<file path="config.mk">
export PLATFORM = sky130hd
export DESIGN_NAME = ept_timer
export DESIGN_NICKNAME = d
export VERILOG_FILES = /design/src/inc/ept_pkg.sv /design/src/inc/ept_core_if.sv /design/src/verilog/ept_output_unit.sv /design/src/verilog/ept_prescaler.sv /design/src/verilog/ept_timer.sv
export VERILOG_INCLUDE_DIRS = /design/src /design/src/inc
export SDC_FILE = /design/constraint.sdc
export NUM_CORES = 1
export LEC_CHECK = 0
export ABC_AREA = 0
export BUFFER_PORTS_ARGS = -buffer_cell sky130_fd_sc_hd__buf_2
export CAP_MARGIN = 10
export CORE_MARGIN = 2
export CORE_UTILIZATION = 57
export CTS_CLUSTER_SIZE = 8
export DETAILED_ROUTE_END_ITERATION = 10
export HOLD_SLACK_MARGIN = 0.15
export PLACE_DENSITY = 0.82
export SYNTH_ARGS = -nofsm -noshare
export SYNTH_HDL_FRONTEND = slang
export SYNTH_SLANG_ARGS = --single-unit
</file>
<file path="constraint.sdc">
create_clock -name clk_i -period 2.5 [get_ports clk_i]
set_input_delay 0 -clock clk_i [delete_from_list [all_inputs] [get_ports clk_i]]
set_output_delay 0 -clock clk_i [all_outputs]
set_load 0.005 [all_outputs]
</file>
<file path="src/inc/ept_defs.svh">
// Register addresses, field positions, reset values and clock codes of the timer
// Assumes inclusion by bare name; holds definitions only
`ifndef EPT_DEFS_SVH
`define EPT_DEFS_SVH
`define EPT_ADDR_CNT    16'hFF16
`define EPT_ADDR_CMP    16'hFF17
`define EPT_ADDR_CLK    16'hFF6A
`define EPT_ADDR_MODE   16'hFF6B
`define EPT_ADDR_CSW    16'hFF71
`define EPT_RST_8       8'h00
`define EPT_MAX_8       8'hFF
`define EPT_ONE_8       8'h01
`define EPT_MODE_EN     7
`define EPT_MODE_PWM    6
`define EPT_MODE_SET    3
`define EPT_MODE_CLR    2
`define EPT_MODE_LVL    1
`define EPT_CSW_C6      3
`define EPT_CSW_C4      2
`define EPT_CSW_B       1
`define EPT_CSW_A       0
`define EPT_CODE_STOP   3'h0
`define EPT_CODE_NONE   3'h1
`define EPT_CODE_DIV1   3'h2
`define EPT_CODE_DIV2   3'h3
`define EPT_CODE_DIV4   3'h4
`define EPT_CODE_DIV64  3'h5
`define EPT_CODE_DIV256 3'h6
`define EPT_CODE_DIV8K  3'h7
`define EPT_MASK_D1     13'h0000
`define EPT_MASK_D2     13'h0001
`define EPT_MASK_D4     13'h0003
`define EPT_MASK_D16    13'h000F
`define EPT_MASK_D64    13'h003F
`define EPT_MASK_D256   13'h00FF
`define EPT_MASK_D2048  13'h07FF
`define EPT_MASK_D8192  13'h1FFF
`define EPT_DIV_ONE     13'h0001
`endif

</file>
<file path="src/inc/ept_pkg.sv">
// State types of the eight-bit interval/PWM timer
// Assumes no other package
package ept_pkg;
  typedef struct packed {
    logic [12:0] div_cnt;
    logic        tick;
  } ept_presc_t;
  typedef struct packed {
    logic timer_ff;
    logic pwm_act;
    logic pwm_pin;
  } ept_out_t;
  typedef struct packed {
    logic [7:0] cnt;
    logic [7:0] cmp;
    logic [2:0] clk_code;
    logic [3:0] csw;
    logic       en;
    logic       pwm;
    logic       lvl;
    logic       set_p;
    logic       clr_p;
    logic       match_p;
    logic       ovf_p;
    logic [7:0] rdata;
  } ept_core_t;
endpackage

</file>
<file path="src/inc/ept_core_if.sv">
// Carrier between the timer core, its prescaler and its output unit
// Assumes all three run on the same clock
`timescale 1ns/100ps
`default_nettype none
interface ept_core_if;
  logic [2:0] clk_code;
  logic       code4_sw;
  logic       code6_sw;
  logic       tick;
  logic       run;
  logic       pwm_mode;
  logic       lvl_sel;
  logic       set_p;
  logic       clr_p;
  logic       match_p;
  logic       ovf_p;
  logic       timer_ff;
  logic       pwm_pin;
  modport core (output clk_code, code4_sw, code6_sw, run, pwm_mode, lvl_sel,
                output set_p, clr_p, match_p, ovf_p,
                input tick, timer_ff, pwm_pin);
  modport presc (input clk_code, code4_sw, code6_sw, output tick);
  modport outu (input run, pwm_mode, lvl_sel, set_p, clr_p, match_p, ovf_p,
                output timer_ff, pwm_pin);
endinterface
`default_nettype wire

</file>
<file path="src/verilog/ept_output_unit.sv">
// Timer output flip-flop and PWM output flip-flop
// Assumes event pulses come registered from the core on the same clock
`timescale 1ns/100ps
`default_nettype none
module ept_output_unit (
  input  wire logic     clk_i,
  input  wire logic     rst_i,
  ept_core_if.outu      cif
);
  ept_pkg::ept_out_t st_reg;
  ept_pkg::ept_out_t st_next;

  // ----------------------------------------
  // Output flip-flops
  // ----------------------------------------
  always_comb begin
    st_next = st_reg;
    if (cif.set_p) begin
      st_next.timer_ff = 1'b1;
    end else if (cif.clr_p) begin
      st_next.timer_ff = 1'b0;
    end else if (cif.match_p && !cif.pwm_mode && cif.lvl_sel) begin
      st_next.timer_ff = !st_reg.timer_ff;
    end
    if (!cif.run || !cif.pwm_mode) begin
      st_next.pwm_act = 1'b0;
    end else if (cif.ovf_p) begin
      st_next.pwm_act = 1'b1;
    end else if (cif.match_p) begin
      st_next.pwm_act = 1'b0;
    end
    st_next.pwm_pin = cif.pwm_mode && (st_next.pwm_act ^ cif.lvl_sel);
  end

  always_ff @(posedge clk_i or posedge rst_i) begin
    if (rst_i) begin
      st_reg <= '0;
    end else begin
      st_reg <= st_next;
    end
  end

  assign cif.timer_ff = st_reg.timer_ff;
  assign cif.pwm_pin  = st_reg.pwm_pin;
endmodule
`default_nettype wire

</file>
<file path="src/verilog/ept_prescaler.sv">
// Count-clock prescaler: one-cycle tick at the selected division of clk_i
// Assumes clk_i is the high-speed system clock fx
`include "ept_defs.svh"
`timescale 1ns/100ps
`default_nettype none
module ept_prescaler (
  input  wire logic     clk_i,
  input  wire logic     rst_i,
  ept_core_if.presc     cif
);
  ept_pkg::ept_presc_t st_reg;
  ept_pkg::ept_presc_t st_next;
  logic [12:0]         mask;
  logic                sel_ok;

  // ----------------------------------------
  // Clock code decode
  // ----------------------------------------
  always_comb begin
    mask   = `EPT_MASK_D1;
    sel_ok = 1'b1;
    case (cif.clk_code)
      `EPT_CODE_DIV1:   mask = `EPT_MASK_D1;
      `EPT_CODE_DIV2:   mask = `EPT_MASK_D2;
      `EPT_CODE_DIV4:   mask = cif.code4_sw ? `EPT_MASK_D16 : `EPT_MASK_D4;
      `EPT_CODE_DIV64:  mask = `EPT_MASK_D64;
      `EPT_CODE_DIV256: mask = cif.code6_sw ? `EPT_MASK_D2048 : `EPT_MASK_D256;
      `EPT_CODE_DIV8K:  mask = `EPT_MASK_D8192;
      default:          sel_ok = 1'b0;
    endcase
    st_next.div_cnt = st_reg.div_cnt + `EPT_DIV_ONE;
    st_next.tick    = sel_ok && ((st_reg.div_cnt & mask) == mask);
  end

  always_ff @(posedge clk_i or posedge rst_i) begin
    if (rst_i) begin
      st_reg <= '0;
    end else begin
      st_reg <= st_next;
    end
  end

  assign cif.tick = st_reg.tick;
endmodule
`default_nettype wire

</file>
<file path="src/verilog/ept_timer.sv">
// Eight-bit interval / square-wave / PWM timer with CPU register port
// Assumes a single-cycle CPU memory port on clk_i; clk_i is fx
`include "ept_defs.svh"
`timescale 1ns/100ps
`default_nettype none
module ept_timer (
  input  wire logic        clk_i,
  input  wire logic        rst_i,
  input  wire logic [15:0] addr_i,
  input  wire logic        wr_en_i,
  input  wire logic        rd_en_i,
  input  wire logic [7:0]  wdata_i,
  output logic      [7:0]  rdata_o,
  output logic             match_interrupt_request_o,
  output logic             timer_output_o,
  output logic             pwm_output_o,
  output logic             other_timer_a_clock_switch_o,
  output logic             other_timer_b_clock_switch_o
);
  ept_pkg::ept_core_t st_reg;
  ept_pkg::ept_core_t st_next;
  ept_core_if         cif ();

  // ----------------------------------------
  // Address decode
  // ----------------------------------------
  logic       wr_cnt;
  logic       wr_cmp;
  logic       wr_clk;
  logic       wr_mode;
  logic       wr_csw;
  logic       hit;
  logic       at_max;
  logic [7:0] cnt_inc;
  logic       pwm_hit;
  logic [7:0] rd_val;
  logic [7:0] mode_rd;
  logic [7:0] clk_rd;
  logic [7:0] csw_rd;
  logic       new_en;
  logic       new_pwm;
  logic       new_set;
  logic       new_clr;

  always_comb begin
    wr_cnt  = wr_en_i && (addr_i == `EPT_ADDR_CNT);
    wr_cmp  = wr_en_i && (addr_i == `EPT_ADDR_CMP);
    wr_clk  = wr_en_i && (addr_i == `EPT_ADDR_CLK);
    wr_mode = wr_en_i && (addr_i == `EPT_ADDR_MODE);
    wr_csw  = wr_en_i && (addr_i == `EPT_ADDR_CSW);
  end

  // ----------------------------------------
  // Written mode fields
  // ----------------------------------------
  always_comb begin
    new_en  = wdata_i[`EPT_MODE_EN];
    new_pwm = wdata_i[`EPT_MODE_PWM];
    new_set = wdata_i[`EPT_MODE_SET];
    new_clr = wdata_i[`EPT_MODE_CLR];
  end

  // ----------------------------------------
  // Compare and overflow detect
  // ----------------------------------------
  always_comb begin
    hit    = (st_reg.cnt == st_reg.cmp);
    at_max = (st_reg.cnt == `EPT_MAX_8);
    // PWM match marks the tick on which the counter reaches compare
    cnt_inc = st_reg.cnt + `EPT_ONE_8;
    pwm_hit = (cnt_inc == st_reg.cmp);
  end

  // ----------------------------------------
  // Readback images
  // ----------------------------------------
  always_comb begin
    mode_rd                = `EPT_RST_8;
    mode_rd[`EPT_MODE_EN]  = st_reg.en;
    mode_rd[`EPT_MODE_PWM] = st_reg.pwm;
    mode_rd[`EPT_MODE_LVL] = st_reg.lvl;
    clk_rd                 = `EPT_RST_8;
    clk_rd[2:0]            = st_reg.clk_code;
    csw_rd                 = `EPT_RST_8;
    csw_rd[3:0]            = st_reg.csw;
  end

  always_comb begin
    case (addr_i)
      `EPT_ADDR_CNT: begin
        rd_val = st_reg.cnt;
      end
      `EPT_ADDR_CMP: begin
        rd_val = st_reg.cmp;
      end
      `EPT_ADDR_CLK: begin
        rd_val = clk_rd;
      end
      `EPT_ADDR_MODE: begin
        rd_val = mode_rd;
      end
      `EPT_ADDR_CSW: begin
        rd_val = csw_rd;
      end
      default: begin
        rd_val = `EPT_RST_8;
      end
    endcase
  end

  // ----------------------------------------
  // Next-state logic
  // ----------------------------------------
  always_comb begin
    st_next         = st_reg;
    st_next.set_p   = 1'b0;
    st_next.clr_p   = 1'b0;
    st_next.match_p = 1'b0;
    st_next.ovf_p   = 1'b0;

    // Counting on the selected count clock
    if (!st_reg.en) begin
      st_next.cnt = `EPT_RST_8;
    end else if (cif.tick) begin
      st_next.match_p = st_reg.pwm ? pwm_hit : hit;
      st_next.ovf_p   = at_max;
      if (hit && !st_reg.pwm) begin
        st_next.cnt = `EPT_RST_8;
      end else begin
        st_next.cnt = st_reg.cnt + `EPT_ONE_8;
      end
    end

    // Counter is read-only: writes to it are dropped
    if (wr_cnt) begin
      st_next.cnt = st_next.cnt;
    end

    // Compare register takes any value
    if (wr_cmp) begin
      st_next.cmp = wdata_i;
    end

    // Clock selection, upper bits not stored
    if (wr_clk) begin
      st_next.clk_code = wdata_i[2:0];
    end

    // Clock switch, four control bits
    if (wr_csw) begin
      st_next.csw = wdata_i[3:0];
    end

    // Mode control
    if (wr_mode) begin
      st_next.en  = new_en;
      st_next.pwm = new_pwm;
      st_next.lvl = wdata_i[`EPT_MODE_LVL];
      if (!new_en) begin
        st_next.cnt     = `EPT_RST_8;
        st_next.match_p = 1'b0;
        st_next.ovf_p   = 1'b0;
      end
      if (!new_pwm) begin
        st_next.set_p = new_set && !new_clr;
        st_next.clr_p = new_clr && !new_set;
      end
    end

    // Read data captured on a read strobe
    if (rd_en_i) begin
      st_next.rdata = rd_val;
    end
  end

  // ----------------------------------------
  // State register
  // ----------------------------------------
  always_ff @(posedge clk_i or posedge rst_i) begin
    if (rst_i) begin
      st_reg <= '0;
    end else begin
      st_reg <= st_next;
    end
  end

  // ----------------------------------------
  // Carrier connections
  // ----------------------------------------
  assign cif.clk_code = st_reg.clk_code;
  assign cif.code4_sw = st_reg.csw[`EPT_CSW_C4];
  assign cif.code6_sw = st_reg.csw[`EPT_CSW_C6];
  assign cif.run      = st_reg.en;
  assign cif.pwm_mode = st_reg.pwm;
  assign cif.lvl_sel  = st_reg.lvl;
  assign cif.set_p    = st_reg.set_p;
  assign cif.clr_p    = st_reg.clr_p;
  assign cif.match_p  = st_reg.match_p;
  assign cif.ovf_p    = st_reg.ovf_p;

  // ----------------------------------------
  // Count clock generation
  // ----------------------------------------
  ept_prescaler u_presc (
    .clk_i (clk_i),
    .rst_i (rst_i),
    .cif   (cif.presc)
  );

  // ----------------------------------------
  // Output flip-flops
  // ----------------------------------------
  ept_output_unit u_outu (
    .clk_i (clk_i),
    .rst_i (rst_i),
    .cif   (cif.outu)
  );

  // ----------------------------------------
  // Top-level outputs
  // ----------------------------------------
  assign rdata_o                      = st_reg.rdata;
  assign match_interrupt_request_o    = st_reg.match_p;
  assign timer_output_o               = cif.timer_ff;
  assign pwm_output_o                 = cif.pwm_pin;
  assign other_timer_a_clock_switch_o = st_reg.csw[`EPT_CSW_A];
  assign other_timer_b_clock_switch_o = st_reg.csw[`EPT_CSW_B];
endmodule
`default_nettype wire
</file>
==> load_flow_metrics.sql <==
INSERT INTO impl_metrics (metric_group, metric, value, unit) VALUES
('clock_tree', 'worstSkewPairLatency', '0.32', 'ns'),
('final_layout', 'area_growth', '15.7', '%'),
('worst_setup_path', 'required', '2.74', 'ns'),
('worst_setup_path', 'cp.arrival', '2.30', 'ns'),
('final_layout', 'layout_utilization', '0.673', ''),
('floorplanning', 'i_o_pin_total', '41', ''),
('sta', 'highest_attainable_clock_frequency', '485', 'MHz'),
('flow_run', 'cap_viol_max_count', '0', ''),
('synth', 'synthDominantCellAreaShare', '0.469', ''),
('clock_tree', 'cts_max_path_buffers', '2', ''),
('routing', 'post_drt_wl_per_cell', '16.1', 'um'),
('power', 'cell_internal_pwr', '1.25', 'mW'),
('power', 'power_switching', '0.373', 'mW'),
('synth', 'syn_inst', '278', ''),
('clock_tree', 'cts_tree', 'done', ''),
('routing', 'drcViolationCount', '0', ''),
('floorplanning', 'core_area', '5040', 'um2'),
('final_layout', 'final_nets', '356', ''),
('sta', 'finalHoldViolCount', '0', ''),
('sta', 'setup_repair_after_global_routing_missed_its_margin', 'false', ''),
('synth', 'synthesis.nets', '308', ''),
('synth', 'number_of_synthesized_flops_with_an_enable_pin', '0', ''),
('final_layout', 'num-fill-cells', '410', ''),
('hold_path', 'worst_hold_path.num_cells', '3', ''),
('sta', 'setup-violations-final', '0', ''),
('power', 'power_frac_comb', '0.080', ''),
('sta', 'finClkSkew', '0.0113', 'ns'),
('floorplanning', 'core.rowCount', '26', ''),
('worst_setup_path', 'end_kind', 'register', ''),
('clock_tree', 'cts_resized', '0', ''),
('final_layout', 'area_of_combinational_cells_with_multiple_inputs', '1410', 'um2'),
('clock_tree', 'cts.sinks', '55', ''),
('final_layout', 'num_antenna_cells', '0', ''),
('routing', 'firstDrtPassIters', '4', ''),
('power', 'ir_worst_vdd', '326', 'uV'),
('synth', 'synth_flop_cell', 'sky130_fd_sc_hd__dfrtp_1', ''),
('grt', 'grt_usage', '0.233', ''),
('sta', 'max_slew.worst_pin.slew', '0.574', 'ns'),
('floorplanning', 'die_area', '5740', 'um2'),
('synth', 'synthDistinctLibCells', '50', ''),
('hold_path', 'hold_path.startpoint', 'wr_en_i', ''),
('grt', 'grt_first_pass_wirelength', '10.0', 'mm'),
('worst_setup_path', 'worst_reg_to_reg_path_cell_count', '4', ''),
('power', 'seq_power_share', '0.555', ''),
('sta', 'fin_ws', '0.437', 'ns'),
('power', 'total_leakage_power', '1.55', 'nW'),
('worst_setup_path', 'worst_r2r_startpoint', 'st_reg[33]$_DFF_PP0_', ''),
('clock_tree', 'cts_root_buf', 'sky130_fd_sc_hd__clkbuf_8', ''),
('worst_setup_path', 'crit_path_max_fanout', '7', ''),
('hold_path', 'hold_path_class', 'in2reg', ''),
('synth', 'post_synth_most_frequent_cells', '55 x sky130_fd_sc_hd__dfrtp_1, 18 x sky130_fd_sc_hd__nand2_1, 18 x sky130_fd_sc_hd__nor2_1', ''),
('clock_tree', 'cts_inserted_buffers', '5', ''),
('final_layout', 'largest_reg_flops', '16', ''),
('grt', 'grt_antenna_before_repair', '0', ''),
('power', 'switching_share', '0.230', ''),
('outcome', 'run_status', 'finished, final reports clean', ''),
('sta', 'totalNegativeSetupSlack', '0', 'ns'),
('placement', 'post-dp-hpwl', '4.67', 'mm'),
('synth', 'ys_seq_elements', '55', ''),
('grt', 'vias_in_the_first_global_route', '2208', ''),
('worst_setup_path', 'launch_point_of_the_worst_path', 'st_reg[33]$_DFF_PP0_', ''),
('synth', 'syn-mean-instance-area', '10.5', 'um2'),
('grt', 'grt_start_max_net_pins', '36', ''),
('worst_setup_path', 'critPathLaunchType', 'register', ''),
('routing', 'route.antenna.remaining_nets', '0', ''),
('synth', 'dominant_cell_by_count_in_the_synthesized_netlist', 'sky130_fd_sc_hd__dfrtp_1', ''),
('final_layout', 'drive_gt1_frac', '0.232', ''),
('sta', 'tightest_slew_margin_relative_to_the_limit', '0.617', ''),
('grt', 'grt_remaining_overflow', '0', ''),
('placement', 'gpl.final_weighted_congestion', '0.893', ''),
('synth', 'synth_area_leader_cell', 'sky130_fd_sc_hd__dfrtp_1', '');
==> routing by layer <==
layer	GRT usage	routed length [um]	up-vias
met5	0	0	-
met4	0.0858	76	0
met3	0.0384	283	7
met2	0.391	3290	70
met1	0.304	2720	1145
li1	-	-	1095
==> power by group through the flow <==
stage	Combinational [mW]	Sequential, mW	Clock [mW]
floorplan	0.0683	0.914	0
global placement	0.114	0.917	0
CTS	0.129	0.900	0.603
finish	0.129	0.900	0.593
global route	0.143	0.901	0.635
detailed placement	0.115	0.918	0
==> area by class of cell <==
type	instances	area share
well taps	70	0.0258
clock inverters	3	0.0129
clock buffers	5	0.0203
inverters	13	0.0144
flip-flops and latches	55	0.405
repair buffers	57	0.106
multi-input cells	194	0.415
==> final timing paths <==
check	slack, ns	endpoint
setup / recovery	0.44	match_interrupt_request_o$_DFF_PP0_
hold / removal	0.18	other_timer_a_clock_switch_o$_DFFE_PP0P_
setup reg to reg	0.44	match_interrupt_request_o$_DFF_PP0_
hold reg to reg	0.44	u_outu.cif.timer_ff$_DFFE_PP0P_
max in group asynchronous	1.50	u_presc.st_reg[10]$_DFF_PP0_
min in group asynchronous	0.21	st_reg[34]$_DFF_PP0_
==> what timing repair did <==
| action | CTS | global route |
|---|---|---|
| setup buffers | 0 | 0 |
| hold buffers | 13 | 0 |
| endpoints found under the hold margin | 48 | 0 |
==> through the flow <==
step | instances | instance area (um2) | hold WS [ns] | total power, mW
2_1_floorplan | 278 | 2930 | 0.0709 | 0.982
3_3_place_gp | 376 | 3150 | 0.0215 | 1.03
5_1_grt | 397 | 3390 | 0.212 | 1.68
4_1_cts | 397 | 3390 | 0.175 | 1.63
3_5_place_dp | 376 | 3150 | 0.0263 | 1.03
6_report | 397 | 3390 | 0.181 | 1.62
==> cell families after synthesis <==
group | count (synthesis) | share of synthesized area
simple gates | 102 | 0.197
flops | 55 | 0.469
compound gates | 34 | 0.0832
xor+xnor | 29 | 0.0892
buf+inv | 29 | 0.0503
mux | 27 | 0.102
fa+ha+maj | 2 | 0.00853
==> worst max-delay path, cell delays in order, from the launching register on <==
cell and delay [ns]:
sky130_fd_sc_hd__dfrtp_1 0.47, sky130_fd_sc_hd__xor2_2 0.19, sky130_fd_sc_hd__or4_4 0.54, sky130_fd_sc_hd__or4_4 0.55, sky130_fd_sc_hd__a211oi_2 0.23
==> cell usage in the layout (no fill, tap or decap), drive strengths merged, types with 7 or more instances in the layout <==
cell and count:
dlygate4sd3 13, inv 13, dfrtp 55, nand2 18, mux2 24, nand3b 7
xor2 14, nand3 18, xnor2 15, nor2 18, nand4 8, buf 44
Note: power is estimated with default switching activity, not from simulation.
